[src/rtl/afc_pkg.sv]
// Constants and types for the auxiliary front-end control block
package afc_pkg;

   // ----------------------------------------------------------------
   // Clock and timing
   // ----------------------------------------------------------------
   localparam int CLK_MHZ = 25;
   localparam int CLK_PERIOD_NS = 40;
   localparam int REF_SETTLE_US = 25;
   localparam int REF_SETTLE_CYC = (REF_SETTLE_US * 1000 + CLK_PERIOD_NS - 1) / CLK_PERIOD_NS;
   localparam int REF_CNT_W = 10;
   localparam int EXC_START_US = 200;
   localparam int EXC_START_CYC_DEF = (EXC_START_US * 1000 + CLK_PERIOD_NS - 1) / CLK_PERIOD_NS;
   localparam int EXC_CNT_W = 13;
   localparam int EXT_EDGES = 2;

   // ----------------------------------------------------------------
   // Register map
   // ----------------------------------------------------------------
   localparam int ADDR_W = 4;
   localparam logic [3:0] ADDR_CFG_MUX = 4'h0;
   localparam logic [3:0] ADDR_CFG_EXC = 4'h4;
   localparam logic [3:0] ADDR_CMD = 4'h8;
   localparam logic [3:0] ADDR_STATUS = 4'hc;
   localparam logic [1:0] RESP_OKAY = 2'h0;
   localparam logic [1:0] RESP_SLVERR = 2'h2;

   // Input configuration word
   localparam int BYPASS_BIT = 0;
   localparam int GAIN_LSB = 1;
   localparam int MUX_LSB = 4;
   localparam int CONT_BIT = 8;
   // Excitation and reference word
   localparam int VREF_LSB = 0;
   localparam int BURNOUT_BIT = 2;
   localparam int SWEN_BIT = 3;
   localparam int MAG_LSB = 4;
   localparam int ROUTE1_LSB = 8;
   localparam int ROUTE2_LSB = 12;
   // Command word
   localparam int CMD_START_BIT = 0;
   localparam int CMD_SLEEP_BIT = 1;
   localparam int CMD_RESET_BIT = 2;
   // Status word
   localparam int ST_EXTCLK_BIT = 0;
   localparam int ST_REFRDY_BIT = 1;
   localparam int ST_EXCRDY_BIT = 2;
   localparam int ST_SWITCH_BIT = 3;
   localparam int ST_CONV_BIT = 4;
   localparam int ST_SLEEP_BIT = 5;

   // ----------------------------------------------------------------
   // Codes
   // ----------------------------------------------------------------
   typedef enum logic [1:0] {
      AFC_REF_INT = 2'h0,
      AFC_REF_EXT_FIRST = 2'h1,
      AFC_REF_EXT_SECOND = 2'h2,
      AFC_REF_SUPPLY = 2'h3
   } afc_ref_t;

   typedef enum logic {
      AFC_IDLE = 1'h0,
      AFC_CONV = 1'h1
   } afc_conv_t;

   localparam logic [3:0] MUX_MON_REF = 4'hc;
   localparam logic [3:0] MUX_MON_SUPPLY = 4'hd;
   localparam logic [3:0] MUX_MID_SHORT = 4'he;
   localparam logic [2:0] MAG_OFF = 3'h0;
   localparam logic [2:0] MAG_MAX = 3'h6;
   localparam logic [2:0] GAIN_ONE = 3'h0;

endpackage

[src/rtl/afc_aux_control.sv]
// Auxiliary front-end control: reference, clock source, excitation, switch, monitor
//
// Chosen here: register access over AXI4-Lite and the register addresses.
`timescale 1ns/10ps
`default_nettype none

module afc_aux_control #(
   parameter int EXC_START_CYC = afc_pkg::EXC_START_CYC_DEF
) (
   input wire logic MCLK_IN,
   input wire logic ARST_N_IN,
   input wire logic CE_IN,
   input wire logic S_AXI_AWVALID_IN,
   output logic S_AXI_AWREADY_OUT,
   input wire logic [afc_pkg::ADDR_W-1:0] S_AXI_AWADDR_IN,
   input wire logic S_AXI_WVALID_IN,
   output logic S_AXI_WREADY_OUT,
   input wire logic [31:0] S_AXI_WDATA_IN,
   input wire logic [3:0] S_AXI_WSTRB_IN,
   output logic S_AXI_BVALID_OUT,
   input wire logic S_AXI_BREADY_IN,
   output logic [1:0] S_AXI_BRESP_OUT,
   input wire logic S_AXI_ARVALID_IN,
   output logic S_AXI_ARREADY_OUT,
   input wire logic [afc_pkg::ADDR_W-1:0] S_AXI_ARADDR_IN,
   output logic S_AXI_RVALID_OUT,
   input wire logic S_AXI_RREADY_IN,
   output logic [31:0] S_AXI_RDATA_OUT,
   output logic [1:0] S_AXI_RRESP_OUT,
   input wire logic CLK_PIN_IN,
   input wire logic CONV_DONE_IN,
   output logic EXT_CLK_SEL_OUT,
   output logic INT_OSC_ON_OUT,
   output afc_pkg::afc_ref_t REF_SEL_OUT,
   output afc_pkg::afc_ref_t MON_PAIR_OUT,
   output logic REF_READY_OUT,
   output logic [2:0] EXC_MAG_OUT,
   output logic EXC_ENABLE_OUT,
   output logic EXC_READY_OUT,
   output logic [2:0] EXC_ROUTE_FIRST_OUT,
   output logic [2:0] EXC_ROUTE_SECOND_OUT,
   output logic BURNOUT_OUT,
   output logic SWITCH_CLOSED_OUT,
   output logic [3:0] MUX_OUT,
   output logic PGA_BYPASS_OUT,
   output logic [2:0] GAIN_OUT,
   output logic MID_SHORT_OUT,
   output logic CONV_START_OUT,
   output logic CONVERTING_OUT
);
   import afc_pkg::*;

   // ----------------------------------------------------------------
   // Bus slave
   // ----------------------------------------------------------------
   logic aw_have;
   logic [ADDR_W-1:0] aw_addr;
   logic w_have;
   logic [31:0] w_data;
   logic [3:0] w_strb;
   logic wr_fire;
   logic cmd_start;
   logic cmd_sleep;
   logic soft_rst;
   logic cfg_mux_wr;
   logic cfg_exc_wr;
   logic [31:0] rd_val;
   logic rd_ok;

   // Configuration state
   logic [3:0] mux_sel;
   logic [2:0] gain;
   logic bypass;
   logic cont_mode;
   afc_ref_t vref;
   afc_ref_t next_vref;
   logic burnout;
   logic sw_enable;
   logic [2:0] exc_mag;
   logic [2:0] route1;
   logic [2:0] route2;

   // Block state
   logic [2:0] clk_sync;
   logic clk_level;
   logic clk_rise;
   logic [1:0] edge_cnt;
   logic ext_clk;
   logic [REF_CNT_W-1:0] ref_cnt;
   logic ref_restart;
   logic asleep;
   logic exc_off;
   logic exc_on_now;
   logic [EXC_CNT_W-1:0] exc_cnt;
   logic exc_restart;
   logic sw_closed;
   logic mon_mode;
   afc_conv_t state;
   afc_conv_t next_state;

   // Write taken only once address and data are both held
   assign wr_fire = aw_have && w_have && !S_AXI_BVALID_OUT;
   assign cmd_start = wr_fire && aw_addr == ADDR_CMD && w_strb[0] && w_data[CMD_START_BIT];
   assign cmd_sleep = wr_fire && aw_addr == ADDR_CMD && w_strb[0] && w_data[CMD_SLEEP_BIT];
   assign soft_rst = wr_fire && aw_addr == ADDR_CMD && w_strb[0] && w_data[CMD_RESET_BIT];
   assign cfg_mux_wr = wr_fire && aw_addr == ADDR_CFG_MUX;
   assign cfg_exc_wr = wr_fire && aw_addr == ADDR_CFG_EXC;

   always_ff @(posedge MCLK_IN or negedge ARST_N_IN) begin
      if (!ARST_N_IN) begin
         aw_have <= 1'b0;
         aw_addr <= 4'h0;
         S_AXI_AWREADY_OUT <= 1'b1;
      end else if (CE_IN) begin
         if (S_AXI_AWVALID_IN && S_AXI_AWREADY_OUT) begin
            aw_have <= 1'b1;
            aw_addr <= S_AXI_AWADDR_IN;
            S_AXI_AWREADY_OUT <= 1'b0;
         end else if (wr_fire) begin
            aw_have <= 1'b0;
         end else if (S_AXI_BVALID_OUT && S_AXI_BREADY_IN) begin
            S_AXI_AWREADY_OUT <= 1'b1;
         end
      end
   end

   always_ff @(posedge MCLK_IN or negedge ARST_N_IN) begin
      if (!ARST_N_IN) begin
         w_have <= 1'b0;
         w_data <= 32'h0;
         w_strb <= 4'h0;
         S_AXI_WREADY_OUT <= 1'b1;
      end else if (CE_IN) begin
         if (S_AXI_WVALID_IN && S_AXI_WREADY_OUT) begin
            w_have <= 1'b1;
            w_data <= S_AXI_WDATA_IN;
            w_strb <= S_AXI_WSTRB_IN;
            S_AXI_WREADY_OUT <= 1'b0;
         end else if (wr_fire) begin
            w_have <= 1'b0;
         end else if (S_AXI_BVALID_OUT && S_AXI_BREADY_IN) begin
            S_AXI_WREADY_OUT <= 1'b1;
         end
      end
   end

   // Status is read-only, so a write to it is an error like an unmapped one
   always_ff @(posedge MCLK_IN or negedge ARST_N_IN) begin
      if (!ARST_N_IN) begin
         S_AXI_BVALID_OUT <= 1'b0;
         S_AXI_BRESP_OUT <= RESP_OKAY;
      end else if (CE_IN) begin
         if (wr_fire) begin
            S_AXI_BVALID_OUT <= 1'b1;
            S_AXI_BRESP_OUT <= (aw_addr == ADDR_CFG_MUX || aw_addr == ADDR_CFG_EXC ||
                                aw_addr == ADDR_CMD) ? RESP_OKAY : RESP_SLVERR;
         end else if (S_AXI_BREADY_IN) begin
            S_AXI_BVALID_OUT <= 1'b0;
         end
      end
   end

   always_comb begin
      rd_val = 32'h0;
      rd_ok = 1'b1;
      unique case (S_AXI_ARADDR_IN)
         ADDR_CFG_MUX: begin
            rd_val[BYPASS_BIT] = bypass;
            rd_val[GAIN_LSB +: 3] = gain;
            rd_val[MUX_LSB +: 4] = mux_sel;
            rd_val[CONT_BIT] = cont_mode;
         end
         ADDR_CFG_EXC: begin
            rd_val[VREF_LSB +: 2] = vref;
            rd_val[BURNOUT_BIT] = burnout;
            rd_val[SWEN_BIT] = sw_enable;
            rd_val[MAG_LSB +: 3] = exc_mag;
            rd_val[ROUTE1_LSB +: 3] = route1;
            rd_val[ROUTE2_LSB +: 3] = route2;
         end
         ADDR_CMD: begin
            rd_val = 32'h0;
         end
         ADDR_STATUS: begin
            rd_val[ST_EXTCLK_BIT] = ext_clk;
            rd_val[ST_REFRDY_BIT] = REF_READY_OUT;
            rd_val[ST_EXCRDY_BIT] = EXC_READY_OUT;
            rd_val[ST_SWITCH_BIT] = sw_closed;
            rd_val[ST_CONV_BIT] = state == AFC_CONV;
            rd_val[ST_SLEEP_BIT] = asleep;
         end
         default: begin
            rd_ok = 1'b0;
         end
      endcase
   end

   always_ff @(posedge MCLK_IN or negedge ARST_N_IN) begin
      if (!ARST_N_IN) begin
         S_AXI_ARREADY_OUT <= 1'b1;
         S_AXI_RVALID_OUT <= 1'b0;
         S_AXI_RDATA_OUT <= 32'h0;
         S_AXI_RRESP_OUT <= RESP_OKAY;
      end else if (CE_IN) begin
         if (S_AXI_ARVALID_IN && S_AXI_ARREADY_OUT) begin
            S_AXI_ARREADY_OUT <= 1'b0;
            S_AXI_RVALID_OUT <= 1'b1;
            S_AXI_RDATA_OUT <= rd_val;
            S_AXI_RRESP_OUT <= rd_ok ? RESP_OKAY : RESP_SLVERR;
         end else if (S_AXI_RVALID_OUT && S_AXI_RREADY_IN) begin
            S_AXI_RVALID_OUT <= 1'b0;
            S_AXI_ARREADY_OUT <= 1'b1;
         end
      end
   end

   // ----------------------------------------------------------------
   // Configuration fields
   // ----------------------------------------------------------------
   assign next_vref = afc_ref_t'(w_data[VREF_LSB +: 2]);

   always_ff @(posedge MCLK_IN or negedge ARST_N_IN) begin
      if (!ARST_N_IN) begin
         mux_sel <= 4'h0;
         gain <= GAIN_ONE;
         bypass <= 1'b0;
         cont_mode <= 1'b0;
         vref <= AFC_REF_INT;
         burnout <= 1'b0;
         sw_enable <= 1'b0;
         exc_mag <= MAG_OFF;
         route1 <= 3'h0;
         route2 <= 3'h0;
      end else if (CE_IN) begin
         if (soft_rst) begin
            mux_sel <= 4'h0;
            gain <= GAIN_ONE;
            bypass <= 1'b0;
            cont_mode <= 1'b0;
            vref <= AFC_REF_INT;
            burnout <= 1'b0;
            sw_enable <= 1'b0;
            exc_mag <= MAG_OFF;
            route1 <= 3'h0;
            route2 <= 3'h0;
         end else begin
            if (cfg_mux_wr && w_strb[0]) begin
               bypass <= w_data[BYPASS_BIT];
               gain <= w_data[GAIN_LSB +: 3];
               mux_sel <= w_data[MUX_LSB +: 4];
            end
            if (cfg_mux_wr && w_strb[1]) begin
               cont_mode <= w_data[CONT_BIT];
            end
            if (cfg_exc_wr && w_strb[0]) begin
               vref <= next_vref;
               burnout <= w_data[BURNOUT_BIT];
               sw_enable <= w_data[SWEN_BIT];
               exc_mag <= w_data[MAG_LSB +: 3];
            end
            // Routing takes effect as written; host orders magnitude first
            if (cfg_exc_wr && w_strb[1]) begin
               route1 <= w_data[ROUTE1_LSB +: 3];
               route2 <= w_data[ROUTE2_LSB +: 3];
            end
         end
      end
   end

   // ----------------------------------------------------------------
   // Clock source detection
   // ----------------------------------------------------------------
   always_ff @(posedge MCLK_IN or negedge ARST_N_IN) begin
      if (!ARST_N_IN) begin
         clk_sync <= 3'h0;
         clk_level <= 1'b0;
      end else if (CE_IN) begin
         clk_sync <= {clk_sync[1:0], CLK_PIN_IN};
         if (clk_sync[1] == clk_sync[2]) begin
            clk_level <= clk_sync[2];
         end
      end
   end

   // Slow external clocks only; each level must hold two MCLK samples, so one faster than a quarter of MCLK is missed
   assign clk_rise = (clk_sync[1] == clk_sync[2]) && clk_sync[2] && !clk_level;

   always_ff @(posedge MCLK_IN or negedge ARST_N_IN) begin
      if (!ARST_N_IN) begin
         edge_cnt <= 2'h0;
         ext_clk <= 1'b0;
      end else if (CE_IN) begin
         // A reset command drops the external choice unless a qualifying edge lands in the same cycle
         if (clk_rise && edge_cnt == 2'(EXT_EDGES - 1)) begin
            ext_clk <= 1'b1;
         end else if (soft_rst) begin
            ext_clk <= 1'b0;
         end
         if (soft_rst) begin
            edge_cnt <= 2'h0;
         end else if (clk_rise && edge_cnt != 2'(EXT_EDGES - 1)) begin
            edge_cnt <= edge_cnt + 2'h1;
         end
      end
   end

   // ----------------------------------------------------------------
   // Reference settling
   // ----------------------------------------------------------------
   assign ref_restart = soft_rst || (cmd_start && asleep) ||
                        (cfg_exc_wr && w_strb[0] && next_vref == AFC_REF_INT &&
                         vref != AFC_REF_INT);

   always_ff @(posedge MCLK_IN or negedge ARST_N_IN) begin
      if (!ARST_N_IN) begin
         ref_cnt <= REF_CNT_W'(REF_SETTLE_CYC);
      end else if (CE_IN) begin
         if (ref_restart) begin
            ref_cnt <= REF_CNT_W'(REF_SETTLE_CYC);
         end else if (ref_cnt != '0) begin
            ref_cnt <= ref_cnt - 1'b1;
         end
      end
   end

   // ----------------------------------------------------------------
   // Power state, excitation and low-side switch
   // ----------------------------------------------------------------
   always_ff @(posedge MCLK_IN or negedge ARST_N_IN) begin
      if (!ARST_N_IN) begin
         asleep <= 1'b0;
         exc_off <= 1'b0;
      end else if (CE_IN) begin
         if (cmd_sleep) begin
            asleep <= 1'b1;
            exc_off <= 1'b1;
         end else if (cmd_start || soft_rst) begin
            asleep <= 1'b0;
            exc_off <= 1'b0;
         end else if (cfg_exc_wr) begin
            exc_off <= 1'b0;
         end
      end
   end

   // Codes above the top current are treated as off
   assign exc_on_now = exc_mag != MAG_OFF && exc_mag <= MAG_MAX && !exc_off;
   assign exc_restart = exc_on_now && (!EXC_ENABLE_OUT || exc_mag != EXC_MAG_OUT);

   always_ff @(posedge MCLK_IN or negedge ARST_N_IN) begin
      if (!ARST_N_IN) begin
         exc_cnt <= EXC_CNT_W'(EXC_START_CYC);
      end else if (CE_IN) begin
         if (exc_restart) begin
            exc_cnt <= EXC_CNT_W'(EXC_START_CYC);
         end else if (exc_cnt != '0) begin
            exc_cnt <= exc_cnt - 1'b1;
         end
      end
   end

   always_ff @(posedge MCLK_IN or negedge ARST_N_IN) begin
      if (!ARST_N_IN) begin
         sw_closed <= 1'b0;
      end else if (CE_IN) begin
         if (soft_rst || !sw_enable || cmd_sleep) begin
            sw_closed <= 1'b0;
         end else if (cmd_start) begin
            sw_closed <= 1'b1;
         end
      end
   end

   // ----------------------------------------------------------------
   // Conversion sequencing
   // ----------------------------------------------------------------
   always_comb begin
      next_state = state;
      unique case (state)
         AFC_IDLE: begin
            if (cmd_start && !cmd_sleep) begin
               next_state = AFC_CONV;
            end
         end
         AFC_CONV: begin
            if (cmd_sleep) begin
               next_state = AFC_IDLE;
            end else if (CONV_DONE_IN && !cont_mode && !cmd_start) begin
               next_state = AFC_IDLE;
            end
         end
      endcase
      if (soft_rst) begin
         next_state = AFC_IDLE;
      end
   end

   always_ff @(posedge MCLK_IN or negedge ARST_N_IN) begin
      if (!ARST_N_IN) begin
         state <= AFC_IDLE;
         CONVERTING_OUT <= 1'b0;
         CONV_START_OUT <= 1'b0;
      end else if (CE_IN) begin
         state <= next_state;
         CONVERTING_OUT <= next_state == AFC_CONV;
         CONV_START_OUT <= cmd_start && !cmd_sleep && !soft_rst;
      end
   end

   // ----------------------------------------------------------------
   // Analog control outputs
   // ----------------------------------------------------------------
   assign mon_mode = mux_sel == MUX_MON_REF || mux_sel == MUX_MON_SUPPLY;

   always_ff @(posedge MCLK_IN or negedge ARST_N_IN) begin
      if (!ARST_N_IN) begin
         EXT_CLK_SEL_OUT <= 1'b0;
         INT_OSC_ON_OUT <= 1'b1;
         REF_SEL_OUT <= AFC_REF_INT;
         MON_PAIR_OUT <= AFC_REF_INT;
         REF_READY_OUT <= 1'b0;
         EXC_MAG_OUT <= MAG_OFF;
         EXC_ENABLE_OUT <= 1'b0;
         EXC_READY_OUT <= 1'b0;
         EXC_ROUTE_FIRST_OUT <= 3'h0;
         EXC_ROUTE_SECOND_OUT <= 3'h0;
         BURNOUT_OUT <= 1'b0;
         SWITCH_CLOSED_OUT <= 1'b0;
         MUX_OUT <= 4'h0;
         PGA_BYPASS_OUT <= 1'b0;
         GAIN_OUT <= GAIN_ONE;
         MID_SHORT_OUT <= 1'b0;
      end else if (CE_IN) begin
         EXT_CLK_SEL_OUT <= ext_clk;
         INT_OSC_ON_OUT <= !ext_clk;
         REF_SEL_OUT <= mon_mode ? AFC_REF_INT : vref;
         MON_PAIR_OUT <= vref;
         REF_READY_OUT <= ref_cnt == '0 && !ref_restart;
         EXC_MAG_OUT <= exc_on_now ? exc_mag : MAG_OFF;
         EXC_ENABLE_OUT <= exc_on_now;
         EXC_READY_OUT <= exc_on_now && !exc_restart && exc_cnt == '0;
         EXC_ROUTE_FIRST_OUT <= route1;
         EXC_ROUTE_SECOND_OUT <= route2;
         BURNOUT_OUT <= burnout;
         SWITCH_CLOSED_OUT <= sw_closed && sw_enable;
         MUX_OUT <= mux_sel;
         PGA_BYPASS_OUT <= bypass || mon_mode;
         GAIN_OUT <= mon_mode ? GAIN_ONE : gain;
         MID_SHORT_OUT <= mux_sel == MUX_MID_SHORT;
      end
   end
endmodule

`default_nettype wire

[config.mk]
export PLATFORM = sky130hd
export DESIGN_NAME = afc_aux_control
export DESIGN_NICKNAME = d
export VERILOG_FILES = /design/src/rtl/afc_pkg.sv /design/src/rtl/afc_aux_control.sv
export SDC_FILE = /design/constraint.sdc
export NUM_CORES = 1
export LEC_CHECK = 0
export BUFFER_PORTS_ARGS = -buffer_cell sky130_fd_sc_hd__buf_2
export CORE_MARGIN = 5
export CORE_UTILIZATION = 59
export DETAILED_ROUTE_END_ITERATION = 7
export PLACE_DENSITY = 0.85
export SKIP_LAST_GASP = 1
export SLEW_MARGIN = 30
export SYNTH_ARGS = -nofsm -noshare
export SYNTH_HDL_FRONTEND = slang
export SYNTH_SLANG_ARGS = --single-unit
[constraint.sdc]
create_clock -name MCLK_IN -period 4.7 [get_ports MCLK_IN]
set_clock_uncertainty 0.1 [all_clocks]
set_input_delay 0 -clock MCLK_IN [delete_from_list [all_inputs] [get_ports MCLK_IN]]
set_output_delay 0 -clock MCLK_IN [all_outputs]
set_load 0.01 [all_outputs]
Word-level counts from Yosys, hierarchy flattened
Index checks and enable logic that the tools add are counted.
{ "word_totals": {"reg_bits": 132, "in_bits": 54, "output_inout_bits": 72, "word_cells": 241} }
{ "classes": {"addsub": 3, "magnitude_cmp": 1, "eq_ne": 14, "mux": 65, "bitwise_logic": 1, "n_reduce_logical": 107} }
{ "op_table": {"columns": ["cell", "n"], "rows": [
  ["AND reduction 2 bit", 20],
  ["logical AND 1 bit", 36],
  ["2-to-1 mux 1 bit", 36],
  ["nonzero test 2 bit", 17],
  ["2-to-1 mux 3 bit", 11],
  ["2-to-1 mux 13 bit", 2],
  ["== test 4 bit, second input constant", 6],
  ["2-to-1 mux 10 bit", 2],
  ["one-hot mux 6 bit (3 select lines)", 1],
  ["2-to-1 mux 2 bit", 8],
  ["zero test 13 bit", 1],
  ["nonzero test 13 bit", 1],
  ["subtractor 13 x 1 -> 13 bit, second input constant", 1],
  ["zero test 1 bit", 12],
  ["zero test 10 bit", 1],
  ["logical OR 1 bit", 10],
  ["nonzero test 10 bit", 1],
  ["subtractor 10 x 1 -> 10 bit, second input constant", 1],
  ["== test 4 x 3 -> 1 bit, second input constant", 2],
  ["zero test 4 bit", 2],
  ["2-to-1 mux 4 bit", 2],
  ["!= test 2 x 1 -> 1 bit, second input constant", 3],
  ["one-hot mux 1 bit (2 select lines)", 3],
  ["AND reduction 3 bit", 2],
  ["other kinds (9)", 10]
]} }

Longest topological paths before layout
Gate-level depths: netlist (run 1).
{ "logic_depth": {"ltp_word": 11, "ltp_mapped": 7, "depth_no_buf": 7} }

Worst setup path after synthesis (run 1)
OpenSTA, ideal clock, no wires.
{ "synth_path": {"path_kind": "register to register", "startpoint": "register w_data[1]", "endpoint": "register REF_READY_OUT", "setup_ns": 0.125, "arrival_time_ns": 1.750, "required_ns": 4.475, "slack_ns": 2.725, "stages_incl_launch_ff": 8, "n_path_buf": 2, "period_less_slack_ns": 1.975, "path_cell_list": "dfrtp_1 > buf_6 > or4b_4 > o2bb2ai_2 > and4_1 > buf_4 > nor2_2 > mux2_4"} }
{ "synth_between": {"elab_chain_cells": 6} }
{ "synth_lines": {"columns": ["item", "line", "text"], "rows": [
  ["from (decl)", "afc_aux_control.sv:59", "logic [31:0] w_data;"],
  ["from (signal assigned)", "afc_aux_control.sv:130", "w_data <= 32'h0;"],
  ["from (signal assigned)", "afc_aux_control.sv:136", "w_data <= S_AXI_WDATA_IN;"],
  ["zero test 2 bit", "afc_aux_control.sv:311", "(cfg_exc_wr && w_strb[0] && next_vref == AFC_REF_INT &&"],
  ["logical AND 1 bit (2 in a row)", "afc_aux_control.sv:311", null],
  ["logical OR 1 bit", "afc_aux_control.sv:310", "assign ref_restart = soft_rst || (cmd_start && asleep) ||"],
  ["zero test 1 bit", "afc_aux_control.sv:438", "REF_READY_OUT <= ref_cnt == '0 && !ref_restart;"],
  ["logical AND 1 bit", "afc_aux_control.sv:438", null],
  ["to (signal assigned)", "afc_aux_control.sv:438", null],
  ["to (decl)", "afc_aux_control.sv:36", "output logic REF_READY_OUT,"]
]} }
No other way between the ends.
A chain may end at the register's enable or synchronous reset.

Final worst setup path (run 1)
{ "layout_path": {"startpoint": "input CE_IN", "endpoint": "register S_AXI_RDATA_OUT[4]"} }
{ "layout_between": {"elab_chain_cells": 1} }
{ "layout_lines": {"columns": ["item", "line", "text"], "rows": [
  ["from (decl)", "afc_aux_control.sv:12", "input wire logic CE_IN,"],
  ["AND reduction 2 bit (no source line)", null, null],
  ["to (signal assigned)", "afc_aux_control.sv:208", "S_AXI_RDATA_OUT <= rd_val;"],
  ["to (decl)", "afc_aux_control.sv:28", "output logic [31:0] S_AXI_RDATA_OUT,"]
]} }
No other way between the ends.

==> results_dict.tcl, run 1 <==
set metrics [dict create \
    start_util 0.6024 \
    drive_gt1_frac 0.2756 \
    clock-sinks 129 \
    cp_max_fo 28 \
    fin_cells 797 \
    worstHoldPathType "in -> async" \
    worstPathCellList "dlygate4sd3_1 -> buf_2 -> nand3_1 -> a2111oi_2 -> dlygate4sd3_1 -> a22o_1 -> dlygate4sd3_1" \
    drc 0 \
    area_growth_pct 25.22 \
    post-cts-setup-buffers 0 \
    setup_tns_ns 0 \
    worst_pin_slew_ns 0.9555 \
    overflow 0 \
    critPathSlowestCell "dlygate4sd3_1" \
    finalCritPeriodShare 0.6887 \
    finalSetupViolations 0 \
    wire_per_inst_um 18.99 \
    yosysSeqAreaShare 0.5512 \
    status "finished with violations" \
    placement.io_buffers 85 \
    pre_cts_slack_ns 2.189 \
    gp_congestion 0.8644 \
    worst_setup_path_start_kind "input port" \
    numCtsBuffers 17 \
    grt_pass1_wl_mm 24.31 \
    critical_path_class "in -> reg" \
    die-area_um2 12080 \
    clkLatencyLatePin_ns 0.52 \
    cpMostUsedCell "dlygate4sd3_1" \
    final_cell_area_um2 7373 \
    dr_total_vias 4727 \
    fin_hold_ws_ns -0.005236 \
    cellLeakagePower_nw 3.703 \
    hpwl_mm 9.282 \
    placed_cell_area_um2 6310 \
    fp.coreArea_um2 9774 \
    max_clock_freq_ghz 0.3089 \
    grt_usage 0.2626 \
    critPathRequiredTime_ns 5.06 \
    pin_count 126 \
    async_flop_share 1.000 \
    violations "hold timing" \
    placedCellCount 717 \
    row_count 36 \
    synth_edf_count 0 \
    clockBufferDepth 2 \
    grt_pass1_vias 4920 \
    die_h_um 109.9 \
    peakVddDrop_uv 258.0 \
    synth_seq_cells 129 \
    n_antenna_cell 0 \
    syn_avg_cell_area_um2 11.30 \
    cts_tree "done" \
    final_nets 711 \
    arrival_ns 3.59 \
    power.density_nw_per_um2 403.4 \
    drtIter0Drc 407 \
    final_util 0.7544 \
    firstDrtPassIters 7 \
    cp_slowest_stage_delay_ns 0.71 \
    layout_setup_ws_ns 1.463 \
    power.total_mw 2.975 \
    yosys_warnings 0 \
    grt_setup_unrepaired "no" \
    syn_inst 521 \
    endpoint_kind "register" \
    rrSetupSlack_ns 1.49 \
    synthesis.area_um2 5888 \
    maxCapViolations 0 \
    cts-root-buf "clkbuf_8" \
    clk_pin_slew_worst_paths_ns 0.07 \
    final-max-slew-violation-count 0 \
    postRouteAntennaNets 0 \
    cts_htree_levels 4 \
    hold_viol 5 \
    grt_max_degree 79 \
    min_period_ns 3.237 \
    antenna_found_initial 0 \
    fp.dieW_um 109.9 \
    cp_num_buf_inv 4 \
    via_per_inst 5.931 \
    routed_wl_mm 15.13 \
    slew_headroom 0.3612 \
    synth.distinct_cells 62 \
    ys.flop_type "dfrtp_1" \
    path_delay_family "buffers and inverters" \
]
-- logic make-up after synthesis --
group	Yosys count	share of synthesized area
DFF	129	0.5512
other	1	0.0006369
xor gates and xnor gates	11	0.01636
AOI/OAI and AO/OA	99	0.1262
adders and majority gates	6	0.01275
and+or+nand+nor	163	0.1394
buffers and inverters	59	0.05419
muxes	53	0.09923
-- path summary, 6_finish.rpt --
kind | to | depth (start not counted) | from
max in group asynchronous | mux_sel[0] | 3 | ARST_N_IN
min in group MCLK_IN | w_data[1] | 3 | S_AXI_WDATA_IN[1]
max reg2reg | S_AXI_RDATA_OUT[4] | 5 | S_AXI_ARREADY_OUT
min reg2reg | ref_cnt[9] | 2 | ref_cnt[9]
min | w_data[13] | 2 | ARST_N_IN
max | S_AXI_RDATA_OUT[4] | 7 | CE_IN
-- registers in the layout, summed over array words and instances, names as in the netlist, 4 cells and up --
signal and cells:
exc_cnt 13, aw_addr 4, mux_sel 4, MUX_OUT 4, ref_cnt 10, S_AXI_RDATA_OUT 14, w_data 14
-- repair_timing --
item                                   CTS  global route
hold buffers                            48             0
endpoints found under the hold margin  114             0
gates resized for setup                  0             0
-- layer usage --
metal	global-route usage	part of all wire
met4	0.09439	0.019
met1	0.3176	0.38
met5	0	0
met2	0.4614	0.53
met3	0.05637	0.070
-- cells in the mapped netlist, types with 7 or more instances --
cell | number | area [um^2]
nand2_1 | 54 | 202.7
o21ai_0 | 31 | 155.2
nor3_1 | 11 | 55.05
nand3_1 | 20 | 100.1
dfstp_2 | 14 | 367.9
inv_1 | 15 | 56.30
mux2_2 | 39 | 439.2
mux2i_1 | 13 | 130.1
nor2_1 | 29 | 108.9
a22o_1 | 34 | 297.8
clkbuf_1 | 10 | 37.54
buf_4 | 22 | 165.2
dfrtp_1 | 115 | 2878
xnor2_1 | 7 | 61.31
-- power by group --
part | switching (mW) | internal [mW] | total (mW)
Combinational | 0.201 | 0.166 | 0.367
Clock | 0.552 | 0.729 | 1.28
Sequential | 0.0965 | 1.23 | 1.33
Total | 0.849 | 2.13 | 2.97
-- worst register-to-register path: stages, from the launching register on --
cell,delay (ns)
dfstp_2,0.55
nand3_1,0.55
a2111oi_2,0.52
dlygate4sd3_1,0.71
a22o_1,0.16
dlygate4sd3_1,0.55
-- area by class of cell --
type | count | area [um^2]
multi-input cells | 352 | 2395
clock inverters | 15 | 165.2
repair buffers | 135 | 927.1
inverters | 16 | 60.06
well taps | 133 | 166.4
clock buffers | 17 | 414.1
flip-flops and latches | 129 | 3246
fillers | 599 | 2401
-- cell usage in the layout, fill, tap and decap left out, types with 4 or more instances in the layout --
| master | count |
|---|---|
| and2_1 | 4 |
| nor2_1 | 29 |
| nor2b_1 | 6 |
| buf_2 | 84 |
| inv_8 | 6 |
| and3_1 | 6 |
| ha_1 | 6 |
| nand4_1 | 4 |
| xnor2_1 | 7 |
| a32o_1 | 4 |
| conb_1 | 20 |
| a22o_1 | 34 |
| dfrtp_1 | 115 |
| dfstp_2 | 14 |
| nor4_1 | 6 |
| dlygate4sd3_1 | 48 |
| o2bb2ai_1 | 4 |
| nand3_1 | 20 |
| mux2_2 | 39 |
| nand2_1 | 54 |
| inv_1 | 15 |
| mux2i_1 | 13 |
| nor3_1 | 11 |
| clkbuf_16 | 16 |
| o21ai_0 | 31 |
| xor2_1 | 4 |
Power figures use the tool's default switching activity.
==> run 2: changes to the inputs <==
Settings changed: CORE_UTILIZATION 59 to 49, PLACE_DENSITY 0.85 to 0.76.
Clock period 4.7 ns to 2.7 ns, I/O delays scaled along.
==> run 2 against run 1 <==
Compared with the run above:
- the flow now finishes without violations
- via count shrank 5.7%
- sequential share of layout area grew 0.22 points
- design area shrank 0.49%
- critical endpoint is now S_AXI_RDATA_OUT[3]
- hold slack gained 0.015 ns
- critical path depth shrank 2
- final cell count grew 1.3%
==> results_dict.tcl, run 2 (synthesis gave the netlist of run 1 again) <==
set metrics [dict create \
    pre_cts_slack_ns 0.4788 \
    final_nets 707 \
    min_period_ns 2.476 \
    firstDrtPassIters 4 \
    setup.worst_path.start "S_AXI_ARREADY_OUT" \
    critical_path_class "reg -> reg" \
    cts-root-buf "clkbuf_16" \
    status "completed" \
    routed_wl_mm 13.91 \
    grt_pass1_wl_mm 23.26 \
    row_count 40 \
    cp_num_buf_inv 2 \
    numCtsBuffers 17 \
    timing.rr.start "S_AXI_ARREADY_OUT" \
    final_cell_area_um2 7337 \
    fp.dieW_um 119.6 \
    finalCritPeriodShare 0.9172 \
    postRouteAntennaNets 0 \
    layout_common_cells "115 x dfrtp_1, 84 x buf_2, 54 x nand2_1" \
    drive_gt1_frac 0.2864 \
    peakVddDrop_uv 475.7 \
    hpwl_mm 9.584 \
    cp_max_fo 18 \
    crit_path_end "S_AXI_RDATA_OUT[3]" \
    top_regs "S_AXI_RDATA_OUT x14, w_data x14, exc_cnt x13" \
    cellLeakagePower_nw 3.685 \
    max_clock_freq_ghz 0.4038 \
    path_delay_family "buffers and inverters" \
    clk_pin_slew_worst_paths_ns 0.06 \
    rr_endpoint "S_AXI_RDATA_OUT[3]" \
    overflow 0 \
    endpoint_kind "register" \
    layout_setup_ws_ns 0.2236 \
    clock-sinks 129 \
    r2r_cells 5 \
    fp.coreArea_um2 11910 \
    die-area_um2 14310 \
    dr_total_vias 4458 \
    fin_hold_ws_ns 0.009274 \
    cts_tree "done" \
    finalSetupViolations 0 \
    worstPathCellList "nand3_1 -> buf_4 -> a2111oi_2 -> dlygate4sd3_1 -> a22o_1" \
    grt_max_degree 61 \
    power.density_nw_per_um2 698.2 \
    critPathRequiredTime_ns 2.95 \
    grt_pass1_vias 4575 \
    worstHoldPathType "in -> async" \
    start_util 0.4943 \
    pin_count 126 \
    cp_num_cells 5 \
    rrSetupSlack_ns 0.22 \
    final-max-slew-violation-count 0 \
    drc 0 \
    clockBufferDepth 2 \
    layout_commonest_cell "dfrtp_1" \
    cp_slowest_stage_delay_ns 0.64 \
    setup_tns_ns 0 \
    hold_viol 0 \
    placedCellCount 737 \
    maxCapViolations 0 \
    antenna_found_initial 0 \
    area_growth_pct 24.61 \
    die_h_um 119.6 \
    gp_congestion 0.8396 \
    worst_setup_path_start_kind "register" \
    fin_cells 807 \
    cts_htree_levels 4 \
    drtIter0Drc 295 \
    placed_cell_area_um2 6385 \
    clkLatencyLatePin_ns 0.42 \
    grt_setup_unrepaired "no" \
    wire_per_inst_um 17.23 \
    worst_pin_slew_ns 0.9534 \
    arrival_ns 2.73 \
    critPathSlowestCell "a2111oi_2" \
    n_antenna_cell 0 \
    placement.io_buffers 85 \
    slew_headroom 0.3626 \
    via_per_inst 5.524 \
    grt_usage 0.2053 \
]
## run 2: layout make-up
cell class | count | area [um^2]
fill | 917 | 4574
sequential | 129 | 3246
multi-input combinational | 352 | 2395
timing repair buffer | 131 | 880.8
clock buffer | 18 | 439.2
tap | 147 | 183.9
clock inverter | 14 | 132.6
inverter | 16 | 60.06
## run 2: worst min path at each step
| stage | to | cells past startpoint |
|---|---|---|
| floorplan | BURNOUT_OUT | 0 |
| global placement | EXC_ROUTE_SECOND_OUT[1] | 1 |
| detailed placement | w_data[13] | 1 |
| CTS | state | 5 |
| global route | w_data[13] | 2 |
| finish | w_data[12] | 2 |
## run 2: power by group
group          total [mW]  internal, mW  leakage, nW  switching (mW)
Sequential           2.30          2.14         1.71           0.162
Clock                2.20          1.30        0.273           0.897
Combinational       0.622         0.285         1.70           0.337
## run 2: metal layers
metal,global-route usage,vias to the layer above,share of wire
li1,-,2080,-
met1,0.2568,2247,0.44
met2,0.3464,119,0.50
met3,0.06456,12,0.053
met4,0.05440,0,0.012
met5,0,-,0
## run 2: stage by stage
stage	utilization	total power [mW]
after floorplan	-	2.731
after CTS	0.6160	5.146
after global placement	0.5360	2.863
after global routing	0.6160	5.336
after detailed placement	0.5360	2.914
final	0.6160	5.122
## run 2: repair_timing
item,in CTS,in global routing
resized for setup,0,0
hold endpoints to repair,132,0
hold buffers,38,0
setup buffers,0,0
